`config.mk`:
```
export PLATFORM = sky130hd
export DESIGN_NAME = tsel_top
export DESIGN_NICKNAME = d
export VERILOG_FILES = /design/src/tsel_pkg.sv /design/src/tsel_debounce.sv /design/src/tsel_top.sv
export VERILOG_INCLUDE_DIRS = /design/src /design/src/src
export SDC_FILE = /design/constraint.sdc
export NUM_CORES = 1
export LEC_CHECK = 0
export BUFFER_PORTS_ARGS = -buffer_cell sky130_fd_sc_hd__buf_4
export CORE_ASPECT_RATIO = 1.1
export CORE_UTILIZATION = 45
export DETAILED_ROUTE_END_ITERATION = 6
export GPL_ROUTABILITY_DRIVEN = 0
export GPL_TIMING_DRIVEN = 1
export PLACE_DENSITY_LB_ADDON = 0.25
export RECOVER_POWER = 25
export SYNTH_ARGS = -nofsm -noshare
export SYNTH_HDL_FRONTEND = slang
export SYNTH_SLANG_ARGS = --single-unit
```
`constraint.sdc`:
```
create_clock -name sys_clk -period 7.4 [get_ports sys_clk]
set_input_delay 1.48 -clock sys_clk [delete_from_list [all_inputs] [get_ports sys_clk]]
set_output_delay 1.48 -clock sys_clk [all_outputs]
set_load 0.01 [all_outputs]
```
`src/tsel_defs.svh`:
```
// Timing counts and reset values for the device select and off-line read block.
`ifndef TSEL_DEFS_SVH
`define TSEL_DEFS_SVH
`define TSEL_CLK_MHZ        250
`define TSEL_DEBOUNCE_US    1
`define TSEL_DEBOUNCE_CYC   (`TSEL_DEBOUNCE_US * `TSEL_CLK_MHZ)
`define TSEL_SEL_RESET      6'h00
`define TSEL_CHAR_BITS      7
`endif

```
`src/tsel_pkg.sv`:
```
// Types shared by the device select and off-line read block.
package tsel_pkg;
   typedef struct packed {
      logic typeIn;
      logic readerIn;
      logic auxIn;
      logic typeOut;
      logic punchOut;
      logic auxOut;
   } tsel_sel_s;
   typedef enum logic [1:0] {
      TSEL_IDLE,
      TSEL_ARMED,
      TSEL_READING
   } tsel_rd_e;
endpackage

```
`src/tsel_debounce.sv`:
```
// Debounces one momentary panel button and emits press and release pulses.
`timescale 1ns/1ps
`default_nettype none
`include "tsel_defs.svh"
module tsel_debounce
   import tsel_pkg::*;
#(
   parameter int STABLE_CYC = `TSEL_DEBOUNCE_CYC
)(
   // Clock and reset
   input  wire logic sys_clk,
   input  wire logic rstSync_n,
   // Button
   input  wire logic rawBtn,
   output logic      level,
   output logic      pressPulse,
   output logic      releasePulse
);
   typedef struct packed {
      logic        sample;
      logic        stable;
      logic        prev;
      logic [15:0] count;
   } tsel_db_s;
   localparam logic [15:0] LIMIT = 16'(STABLE_CYC);
   tsel_db_s st_r;
   tsel_db_s st_nxt;
   always_comb
   begin
      st_nxt = st_r;
      st_nxt.sample = rawBtn;
      st_nxt.prev = st_r.stable;
      if (st_r.sample == st_r.stable)
         st_nxt.count = 16'h0000;
      else if (st_r.count >= LIMIT)
      begin
         st_nxt.stable = st_r.sample;
         st_nxt.count = 16'h0000;
      end
      else
         st_nxt.count = st_r.count + 16'h0001;
   end
   always_ff @(posedge sys_clk or negedge rstSync_n)
   begin
      if (!rstSync_n)
         st_r <= '0;
      else
         st_r <= st_nxt;
   end
   assign level        = st_r.stable;
   assign pressPulse   = st_r.stable & ~st_r.prev;
   assign releasePulse = ~st_r.stable & st_r.prev;
endmodule
`default_nettype wire

```
`src/tsel_top.sv`:
```
// Device selection and off-line read sequencing for the tape typewriter.
// Behaviour
// - Selection monitor lamp lights while any selection flip-flop is set.
// - Typewriter-to-computer button sets typewriter input select; lamp on.
// - Reader-to-computer button sets reader selection; lamp follows.
// - Aux-typewriter-to-computer button sets aux input select; lamp on.
// - Computer-to-typewriter button sets typewriter output select; lamp on.
// - Computer-to-punch button sets punch selection; lamp follows.
// - Computer-to-aux-typewriter button sets aux output select; lamp on.
// - Tape fault lights tape lamp; with reader selected or off-line, system halts.
// - Conditional stop reads past stop codes; otherwise stop code halts.
// - Conditional stop suppresses every turn-off of the off-line input flop.
// - Tape feed with punch off-line clears characters and cycles punch.
// - Typewriter off-line select ignores on-line advance and input select.
// - Off-line typewriter output held clear unless reader off-line too.
// - Punch off-line select detaches punch from on-line control.
// - Off-line reader advance comes from the off-line advance flop.
// - Releasing start-read with reader or typewriter off-line sets the off-line input flip-flop.
// - Holding start-read keeps off-line advance flip-flop cleared.
// - Stop-read button clears the off-line input flip-flop.
// - Single-character mode clears input flop on each read strobe.
// - Master reset clears every device selection flip-flop.
// - Off-line strobe fires at cam 1 with advance set, reader off-line.
`timescale 1ns/1ps
`default_nettype none
`include "tsel_defs.svh"
module tsel_top
   import tsel_pkg::*;
#(
   parameter int DEBOUNCE_CYC = `TSEL_DEBOUNCE_CYC,
   parameter int CHAR_BITS    = `TSEL_CHAR_BITS
)(
   // Clock and reset
   input  wire logic                 sys_clk,
   input  wire logic                 reset_n,
   // Momentary panel buttons, high while pressed
   input  wire logic                 btnTypeToCpu,
   input  wire logic                 btnReaderToCpu,
   input  wire logic                 btnAuxToCpu,
   input  wire logic                 btnCpuToType,
   input  wire logic                 btnCpuToPunch,
   input  wire logic                 btnCpuToAux,
   input  wire logic                 btnMasterReset,
   input  wire logic                 btnStartRead,
   input  wire logic                 btnStopRead,
   input  wire logic                 btnTapeFeed,
   // Latching panel switches
   input  wire logic                 condStop,
   input  wire logic                 singleChar,
   input  wire logic                 typeOffline,
   input  wire logic                 punchOffline,
   input  wire logic                 readerOffline,
   // Deselect pulses from the computer
   input  wire tsel_sel_s            deselect,
   // Computer side
   input  wire logic                 cpuAdvance,
   input  wire logic                 cpuTypeOut,
   input  wire logic                 cpuPunchCycle,
   // Reader and typewriter side
   input  wire logic                 readerCam1,
   input  wire logic                 tapeFault,
   input  wire logic                 stopCode,
   input  wire logic [CHAR_BITS-1:0] brushChar,
   input  wire logic                 typeKeyStrobe,
   // Indicators
   output tsel_sel_s                 selLamps,
   output logic                      selMonitorLamp,
   output logic                      tapeMonitorLamp,
   output logic                      condStopLamp,
   // Device control
   output logic                      systemHalt,
   output logic                      readerAdvance,
   output logic                      typeAdvance,
   output logic                      offReadStrobe,
   output logic                      offInputOn,
   output logic                      offTypeOut,
   output logic                      punchCycle,
   output logic [CHAR_BITS-1:0]      offChar
);
   ////////////////////////////////////////////////////////////////////////
   typedef struct packed {
      tsel_sel_s            sel;
      logic                 offInput;
      logic                 offAdvance;
      logic                 offTypeOut;
      logic                 strobe;
      logic                 punch;
      logic                 cam1Prev;
      logic [CHAR_BITS-1:0] chr;
   } tsel_state_s;
   logic [1:0]  rstPipe_r;
   logic        rstSync_n;
   always_ff @(posedge sys_clk or negedge reset_n)
   begin
      if (!reset_n)
         rstPipe_r <= 2'h0;
      else
         rstPipe_r <= {rstPipe_r[0], 1'b1};
   end
   assign rstSync_n = rstPipe_r[1];
   ////////////////////////////////////////////////////////////////////////
   localparam int NBTN = 10;
   logic [NBTN-1:0] rawBtns;
   logic [NBTN-1:0] btnLevel;
   logic [NBTN-1:0] btnPress;
   logic [NBTN-1:0] btnRelease;
   assign rawBtns = {btnTapeFeed, btnStopRead, btnStartRead, btnMasterReset,
                     btnCpuToAux, btnCpuToPunch, btnCpuToType, btnAuxToCpu,
                     btnReaderToCpu, btnTypeToCpu};
   for (genvar i = 0; i < NBTN; i++)
   begin : gBtn
      tsel_debounce #(
         .STABLE_CYC   (DEBOUNCE_CYC)
      ) uDb (
         .sys_clk      (sys_clk),
         .rstSync_n    (rstSync_n),
         .rawBtn       (rawBtns[i]),
         .level        (btnLevel[i]),
         .pressPulse   (btnPress[i]),
         .releasePulse (btnRelease[i])
      );
   end
   ////////////////////////////////////////////////////////////////////////
   tsel_state_s st_r;
   tsel_state_s st_nxt;
   logic        faultHalt;
   logic        cam1Rise;
   logic        turnOff;
   always_comb
   begin
      st_nxt = st_r;
      cam1Rise = readerCam1 & ~st_r.cam1Prev;
      st_nxt.cam1Prev = readerCam1;
      faultHalt = tapeFault & (st_r.sel.readerIn | readerOffline);
      if (btnPress[0])
         st_nxt.sel.typeIn = 1'b1;
      if (btnPress[1])
         st_nxt.sel.readerIn = 1'b1;
      if (btnPress[2])
         st_nxt.sel.auxIn = 1'b1;
      if (btnPress[3])
         st_nxt.sel.typeOut = 1'b1;
      if (btnPress[4])
         st_nxt.sel.punchOut = 1'b1;
      if (btnPress[5])
         st_nxt.sel.auxOut = 1'b1;
      st_nxt.sel = st_nxt.sel & ~deselect;
      if (btnPress[6])
         st_nxt.sel = `TSEL_SEL_RESET;
      st_nxt.strobe = cam1Rise & st_r.offAdvance & readerOffline & ~faultHalt;
      // Advance follows the input flop; strobe ends each advance cycle.
      if (st_r.strobe)
         st_nxt.offAdvance = 1'b0;
      else if (st_r.offInput & ~faultHalt)
         st_nxt.offAdvance = 1'b1;
      if (btnLevel[7])
         st_nxt.offAdvance = 1'b0;
      // Turn-off sources: stop button, stop code, single character, fault.
      // stop read clears
      turnOff = btnPress[8];
      turnOff = turnOff | (st_r.strobe & stopCode);
      turnOff = turnOff | (singleChar & (st_r.strobe | typeKeyStrobe));
      turnOff = turnOff | faultHalt;
      if (condStop)
         turnOff = 1'b0;
      if (btnRelease[7] & (readerOffline | typeOffline))
         st_nxt.offInput = 1'b1;
      else if (turnOff)
         st_nxt.offInput = 1'b0;
      // Characters are captured from the brushes on each strobe unless a punch off-line tape feed clears them.
      if (st_r.strobe)
         st_nxt.chr = brushChar;
      st_nxt.punch = 1'b0;
      if (btnLevel[9] & punchOffline)
      begin
         st_nxt.chr = '0;
         st_nxt.punch = 1'b1;
      end
      else if (punchOffline)
         st_nxt.punch = st_r.strobe;
      if (typeOffline & ~readerOffline)
         st_nxt.offTypeOut = 1'b0;
      else
         st_nxt.offTypeOut = typeOffline & st_r.strobe;
   end
   always_ff @(posedge sys_clk or negedge rstSync_n)
   begin
      if (!rstSync_n)
         st_r <= '0;
      else
         st_r <= st_nxt;
   end
   ////////////////////////////////////////////////////////////////////////
   // Off-line control drives the device, otherwise the computer's request
   // gated by the device's selection.
   function automatic logic pickSource(input logic offline,
                                       input logic offVal,
                                       input logic onReq,
                                       input logic onSel);
      return offline ? offVal : (onReq & onSel);
   endfunction
   assign selLamps = st_r.sel;
   assign selMonitorLamp  = |st_r.sel;
   assign tapeMonitorLamp = tapeFault;
   assign systemHalt      = faultHalt;
   assign condStopLamp    = condStop;
   assign readerAdvance   = pickSource(readerOffline, st_r.offAdvance,
                                       cpuAdvance, st_r.sel.readerIn);
   assign typeAdvance     = pickSource(typeOffline, st_r.offAdvance,
                                       cpuAdvance, st_r.sel.typeIn);
   assign punchCycle      = pickSource(punchOffline, st_r.punch,
                                       cpuPunchCycle, st_r.sel.punchOut);
   assign offTypeOut      = pickSource(typeOffline, st_r.offTypeOut,
                                       cpuTypeOut, st_r.sel.typeOut);
   assign offReadStrobe   = st_r.strobe;
   assign offInputOn      = st_r.offInput;
   assign offChar         = st_r.chr;
endmodule
`default_nettype wire

```
Yosys cells after proc, flatten, opt, wreduce, memory -nomap -nowiden
Cells that the tools add are included.

Bits in registers: 210. Output and inout port bits: 23. Input bits: 37.

Reduce and logical (&&, ||, !) cells: 14. Eq/ne operators: 10. Bitwise logic cells: 55. Multiplexer cells: 42. $add $sub $neg: 10. Order comparisons: 10.

Operator list (number): $mux 16 (20); $add 16x1->16 const B (10); $ge 16x8->1 const B (10); $and 1x1->1 (25); $not 1->1 (22); $reduce_and 2->1 (10); $mux 1 (19); $mux 7 (2); $eq 1x1->1 (10); $and 6x6->6 (1); $mux 6 (1); $not 6->6 (1); $or 1x1->1 (6); $reduce_or 6->1 (1); $reduce_bool 2->1 (2); $reduce_bool 3->1 (1).

Depth between registers and ports, before layout
Gate-level depths: netlist of run 1.

Depth after elaboration: 8. Mapped depth: 7.

Cells and area by module
A second synthesis of run 1 with hierarchy kept.

Cells, all modules: 674. Area, all modules: 8433.1 sq um.

By module, submodules not included: tsel_debounce (times used 10, cells an instance 58, area an instance 747.0 sq um); tsel_top (times used 1, cells an instance 94, area an instance 963.4 sq um).

Worst setup path after synthesis of run 1
No wires, ideal clock.

Kind: input-to-output. Start point: input port readerOffline. End point: output port systemHalt. Data required time: 5.920 ns. Setup slack: 4.101 ns. Stages: 2. Data arrival time: 1.819 ns. Cell sequence: o21ai_0 -> inv_1.

Cells in the longest elaborated chain, start to end: 2.

RTL lines: from (decl) (line tsel_top.sv:52) `input wire logic readerOffline,`; $or 1x1->1 (line tsel_top.sv:134) `faultHalt = tapeFault & (st_r.sel.readerIn | readerOffline);`; $and 1x1->1 (line tsel_top.sv:134); to (decl) (line tsel_top.sv:71) `output logic systemHalt,`.

No other way between the ends.

Worst setup path in the final report of run 1
Ends and elaborated chain as after synthesis.

==> reports/summary.txt, run 1 <==
crit path DAT - 2.14 ns
CTS buffer count - 22
Syn-to-layout area delta - 20.69%
clock period minus worst slack - 3.622 ns
asr flop ratio synth - 100.0%
unrepaired setup endpoints after global routing - no
f_max - 276.1 MHz
maximum level of the CTS H-tree - 1
Synth Cell Area - 7959 um^2
peak supply drop - 171.0 uV
die area - 18220 um^2
Clock Latency Late Sink - 0.50 ns
number of enable flip-flop cells after synthesis - 0
Post-synth top flop - sky130_fd_sc_hd__dfrtp_1
overflow left after global routing - 0
Remaining DRCs - 0
setup slack, reg-to-reg - 4.01 ns
classification of the worst setup path - in2out
total of hold buffers inserted after clock tree synthesis - 0
nature of the critical path startpoint - input port
nature of the critical path endpoint - primary output
DIE HEIGHT - 141.5 um
maximum number of pins on one net before global-route repair - 82
syn_area_per_cell - 12.02 um^2
synthesis warning total - 0
cells resized by post-CTS repair - 0
via-per-instance ratio - 4.596
Static Leakage - 4.401 nW
Total Neg Setup Slack - 0 ns
source of the critical timing path - readerOffline
library cells used by synthesis - 37
Cell Count, Final, Fillers Out - 1050
register share of total power - 49.3%
Min-Delay Path Class - reg2reg
area leader, netlist - sky130_fd_sc_hd__dfrtp_1
clock root cell - sky130_fd_sc_hd__clkbuf_16
clock network power share - 47.7%
buffers inserted by post-CTS timing repair - 0
synthesized instance count - 662
sequential element share of the synthesized area - 66.03%
Worst Hold Slack - 0.3484 ns
maximum net fanout on the critical path - 5
final hold violation count - 0
most frequent cell after synthesis - sky130_fd_sc_hd__dfrtp_1
leading post-synthesis cells by instance count - sky130_fd_sc_hd__dfrtp_1, sky130_fd_sc_hd__nor2_1, sky130_fd_sc_hd__nand3_1
Max clock buf depth - 3
share of the synthesized area in the top cell type - 66.03%
total placed instance area - 8837 um^2
Clock Skew - 0.01111 ns
reg-to-reg startpoint - rstPipe_r[1]$_DFF_PN0_
Cell Int Power - 0.001964 W
setup-violating endpoint count in the final report - 0
status - finished, violations left
number of nets still failing antenna checks after routing - 0
Critical path destination - systemHalt
Total GRT Usage - 15.95%
power after layout - 0.002458 W
total detailed-routing wirelength - 13210 um
post-detail-place hpwl - 9215 um
number of DRC markers in iteration 0 - 210
final-report max-slew violation count - 82
initial core utilization - 46.43%
layout cells sized above 1 - 12.62%
number of primary I/O pins - 60
cells on worst reg2reg path - 1
detailed-routing iteration count for the pre-antenna-repair pass - 4
number of global-route vias before repair - 5095
number of fill cells - 1480
wire length of the first global-routing pass - 23120 um
largest cells by area after synthesis - sky130_fd_sc_hd__dfrtp_1, sky130_fd_sc_hd__nor2_1, sky130_fd_sc_hd__xnor2_1
antenna diode count - 0
Placed Instances - 1010
Die Width - 128.8 um
area of the core region - 17140 um^2
Reg area - 5255 um^2
proportion of total power due to net switching - 20.09%
part of the power in combinational logic - 3.0%
violated checks - max-capacitance violations, max-slew violations
Port Buf Inserts - 59
required time of the critical path - 5.92 ns
via count - 4826
transition time of the tightest slew-check pin - 3.062 ns
clock sink total - 210
CTS tree - built
antenna violations before repair - 0
ratio of total power to cell area - 255.9 nW/um^2
total net switching power - 0.0004939 W
Slew headroom - -104.1%
clock input transition at the sequential cells of the worst setup and hold paths - 0.06 ns
average wire length per cell after detail routing - 12.58 um
flop and latch count out of synthesis - 210
final period utilization - 48.95%
Max Cap Violations - 1
summed area of non-filler cells in the final layout - 9605 um^2
count of standard-cell rows - 50
number of nets in the finished design - 857
area of combinational cells with multiple inputs - 2741 um^2
Critical R2R Capture - gBtn[9].uDb.st_r[14]$_DFF_PN0_
==> metal layers <==
metal	global-route usage, %	vias up	wire [um]
met4	5.511	0	310
li1	-	2370	-
met5	0	-	0
met3	2.790	23	649
met2	27.74	62	6656
met1	20.03	2371	5594
==> state kept, by name, summed over array words and instances (netlist names) <==
register	flops
gBtn.uDb.level	10
gBtn.uDb.st_r	179
offChar	7
offInputOn	1
offReadStrobe	1
rstPipe_r	2
selLamps	6
st_r	4
==> critical path, stage by stage <==
cell                      delay, ns
sky130_fd_sc_hd__buf_4         0.12
sky130_fd_sc_hd__o21ai_0       0.32
sky130_fd_sc_hd__inv_1         0.07
sky130_fd_sc_hd__buf_4         0.15
==> how the worst min path moves through the flow <==
stage,slack (ns),cells past startpoint,to,startpoint
finish,0.35,0,rstPipe_r[1]$_DFF_PN0_,rstPipe_r[0]$_DFF_PN0_
global route,0.36,0,rstPipe_r[1]$_DFF_PN0_,rstPipe_r[0]$_DFF_PN0_
CTS,0.36,0,rstPipe_r[1]$_DFF_PN0_,rstPipe_r[0]$_DFF_PN0_
detailed placement,0.35,0,rstPipe_r[1]$_DFF_PN0_,rstPipe_r[0]$_DFF_PN0_
global placement,0.34,0,rstPipe_r[1]$_DFF_PN0_,rstPipe_r[0]$_DFF_PN0_
floorplan,0.33,0,rstPipe_r[1]$_DFF_PN0_,rstPipe_r[0]$_DFF_PN0_
==> power by group through the flow <==
stage | clock [W] | combinational, W | sequential [W]
6_report | 0.00117 | 0.0000748 | 0.00121
4_1_cts | 0.00120 | 0.0000773 | 0.00121
5_1_grt | 0.00125 | 0.0000863 | 0.00122
2_1_floorplan | 0 | 0.0000344 | 0.00124
3_5_place_dp | 0 | 0.0000770 | 0.00123
3_3_place_gp | 0 | 0.0000751 | 0.00123
==> area by class of cell <==
class	instances	share of cell area (%)
clock buffers	30	6.682
clock inverters	10	1.589
inverters	23	0.8988
multi-input cells	482	28.54
flip-flops and latches	210	54.71
well taps	234	3.048
repair buffers	61	4.533
==> through the flow <==
stage | util, % | worst slack [ns]
global placement | 51.55 | 3.819
CTS | 56.19 | 3.767
global route | 56.04 | 3.251
finish | 56.04 | 3.778
floorplan | - | 1.115
detailed placement | 51.55 | 3.768
==> cell families (layout without fill, tap and decap cells) <==
group / after synthesis / count (layout) / share of synthesized area, %
simple gates: 269 / 269 / 15.99
flops: 210 / 210 / 66.03
xor+xnor: 70 / 70 / 7.703
buf+inv: 49 / 124 / 3.254
compound gates: 31 / 31 / 2.295
fa+ha+maj: 20 / 20 / 3.144
mux: 11 / 11 / 1.493
other cells: 2 / 81 / 0.09436
==> cell usage in the layout (no fill, tap or decap), types with 2 or more instances in the layout <==
cell                        instances
sky130_fd_sc_hd__a21oi_1           14
sky130_fd_sc_hd__and3_1            11
sky130_fd_sc_hd__buf_4             47
sky130_fd_sc_hd__bufinv_16          4
sky130_fd_sc_hd__clkbuf_1           9
sky130_fd_sc_hd__clkbuf_16         23
sky130_fd_sc_hd__clkbuf_4           8
sky130_fd_sc_hd__clkbuf_8           4
sky130_fd_sc_hd__clkinv_2           5
sky130_fd_sc_hd__conb_1            81
sky130_fd_sc_hd__dfrtp_1          210
sky130_fd_sc_hd__ha_1              20
sky130_fd_sc_hd__inv_1             23
sky130_fd_sc_hd__mux2_2             3
sky130_fd_sc_hd__mux2i_1            7
sky130_fd_sc_hd__nand2_1           25
sky130_fd_sc_hd__nand3_1           39
sky130_fd_sc_hd__nand4_1           10
sky130_fd_sc_hd__nor2_1           125
sky130_fd_sc_hd__nor3_1            14
sky130_fd_sc_hd__nor4_1            19
sky130_fd_sc_hd__o21ai_0            6
sky130_fd_sc_hd__o31ai_1           10
sky130_fd_sc_hd__or2_1              5
sky130_fd_sc_hd__or3_1              9
sky130_fd_sc_hd__or4_4              2
sky130_fd_sc_hd__xnor2_1           35
sky130_fd_sc_hd__xor2_1            35
Note: power is estimated with default switching activity, not from simulation.
==> inputs of run 2 (changes only) <==
clock period = 3.6 ns   (was 7.4 ns; I/O delays follow)
==> reports/summary.txt, run 2 (synthesized netlist as in run 1, its figures left out) <==
status - finished, final reports clean
maximum number of pins on one net before global-route repair - 209
Die Width - 128.8 um
maximum net fanout on the critical path - 12
number of flip-flops in the largest register - 179
clock sink total - 210
maximum level of the CTS H-tree - 1
total of hold buffers inserted after clock tree synthesis - 1
number of DRC markers in iteration 0 - 166
classification of the worst setup path - reg2out
wire length of the first global-routing pass - 22270 um
cells along the critical path - buf_4
Remaining DRCs - 0
via count - 4856
final period utilization - 62.23%
setup slack, reg-to-reg - 1.90 ns
Reg area - 5259 um^2
Min-Delay Path Class - in2reg
cells on worst reg2reg path - 6
Clock Latency Late Sink - 0.49 ns
average wire length per cell after detail routing - 12.35 um
Syn-to-layout area delta - 20.53%
Worst Hold Slack - 0.3518 ns
clock period minus worst slack - 2.240 ns
reg-to-reg startpoint - gBtn[9].uDb.st_r[0]$_DFF_PN0_
commonest non-fill, non-tap cell in the layout - sky130_fd_sc_hd__dfrtp_1
number of nets still failing antenna checks after routing - 0
part of the power in combinational logic - 3.5%
count of standard-cell rows - 50
number of primary I/O pins - 60
unrepaired setup endpoints after global routing - no
total detailed-routing wirelength - 13000 um
buffers inserted by post-CTS timing repair - 0
number of global-route vias before repair - 4956
endpoint with the worst hold slack - gBtn[1].uDb.st_r[18]$_DFF_PN0_
Max clock buf depth - 3
largest register by flop count - gBtn.uDb.st_r
final hold violation count - 0
ratio of total power to cell area - 508.3 nW/um^2
area of combinational cells with multiple inputs - 2741 um^2
DIE HEIGHT - 141.5 um
post-detail-place hpwl - 8878 um
initial core utilization - 46.43%
Static Leakage - 4.392 nW
family with the most delay on the worst path - flip-flops
CTS buffer count - 22
cells resized by post-CTS repair - 0
Hold Crit Depth - 1
nature of the critical path endpoint - primary output
layout cells sized above 1 - 12.87%
Max Cap Violations - 0
number of fill cells - 1464
nature of the critical path startpoint - flop
proportion of total power due to net switching - 20.22%
required time of the critical path - 2.88 ns
Clock Skew - 0.01586 ns
slowest CP cell - sky130_fd_sc_hd__dfrtp_1
commonest cells after routing, fill and taps aside - sky130_fd_sc_hd__dfrtp_1, sky130_fd_sc_hd__nor2_1, sky130_fd_sc_hd__conb_1, sky130_fd_sc_hd__buf_4, sky130_fd_sc_hd__nand3_1
register share of total power - 50.8%
area of the core region - 17140 um^2
detailed-routing iteration count for the pre-antenna-repair pass - 4
f_max - 446.4 MHz
clock network power share - 45.7%
clock input transition at the sequential cells of the worst setup and hold paths - 0.06 ns
final-report max-slew violation count - 0
Total Neg Setup Slack - 0 ns
overflow left after global routing - 0
Slew headroom - 28.70%
transition time of the tightest slew-check pin - 1.069 ns
min-delay src - btnReaderToCpu
antenna violations before repair - 1
Cell Int Power - 0.003890 W
die area - 18220 um^2
setup-violating endpoint count in the final report - 0
peak supply drop - 381.5 uV
clock root cell - sky130_fd_sc_hd__clkbuf_16
Critical R2R Capture - gBtn[9].uDb.level$_DFFE_PN0P_
Total GRT Usage - 15.33%
number of nets in the finished design - 857
Port Buf Inserts - 59
buffering stage count on the worst path with inverters included - 1
maximum cell stage delay along the critical path - 0.79 ns
crit path DAT - 1.52 ns
via-per-instance ratio - 4.616
total net switching power - 0.0009857 W
CTS tree - built
==> run 2: cell count changes in the layout (fill, tap and decap cells not counted), moves of 2 or more <==
cell                        previous run  this run
sky130_fd_sc_hd__diode_2               0         2
sky130_fd_sc_hd__clkinv_2              5         3
sky130_fd_sc_hd__clkbuf_1              9         7
sky130_fd_sc_hd__bufinv_16             4         1
sky130_fd_sc_hd__clkbuf_8              4         7
sky130_fd_sc_hd__clkbuf_4              8        10
==> run 2: worst max path at each step <==
| stage | startpoint | endpoint | slack (ns) | cells past startpoint |
|---|---|---|---|---|
| global route | selLamps[4]$_DFF_PN0_ | systemHalt | 1.24 | 3 |
| floorplan | rstPipe_r[1]$_DFF_PN0_ | gBtn[0].uDb.level$_DFFE_PN0P_ | 0.14 | 0 |
| detailed placement | readerOffline | systemHalt | 1.53 | 4 |
| finish | offReadStrobe$_DFF_PN0_ | offReadStrobe | 1.36 | 1 |
| CTS | offReadStrobe$_DFF_PN0_ | offReadStrobe | 1.32 | 1 |
| global placement | readerOffline | systemHalt | 1.55 | 4 |
==> run 2: metal layers <==
metal  global-route usage, %  vias up  routed length (um)  part of all wire [%]
li1                        -     2382                   -                     -
met1                   18.70     2374                5514                    42
met2                   26.63       70                6539                    50
met3                   3.695       30                 629                   4.8
met4                   5.015        0                 311                   2.4
met5                       0        -                   0                     0
==> run 2: power by group through the flow <==
stage | clock (W) | sequential [W] | combinational (W)
floorplan | 0 | 0.00254 | 0.0000707
global placement | 0 | 0.00251 | 0.000170
detailed placement | 0 | 0.00252 | 0.000175
CTS | 0.00230 | 0.00248 | 0.000176
global route | 0.00240 | 0.00248 | 0.000197
finish | 0.00223 | 0.00248 | 0.000171
==> run 2: stage by stage <==
step	util, %	area, um^2	power [W]	std cells	worst slack [ns]
finish	55.96	9593	0.004876	1052	1.360
global route	55.93	9588	0.005080	1050	1.244
CTS	55.98	9595	0.004956	1050	1.317
detailed placement	51.58	8842	0.002694	1009	1.532
global placement	51.58	8842	0.002684	1009	1.545
floorplan	-	8257	0.002609	741	0.1432
==> run 2: cell type report <==
class	count	area share, %
diodes	2	0.05217
flip-flops and latches	210	54.82
inverters	23	0.9000
clock buffers	35	7.200
multi-input cells	482	28.58
repair buffers	61	4.852
clock inverters	5	0.5478
well taps	234	3.052
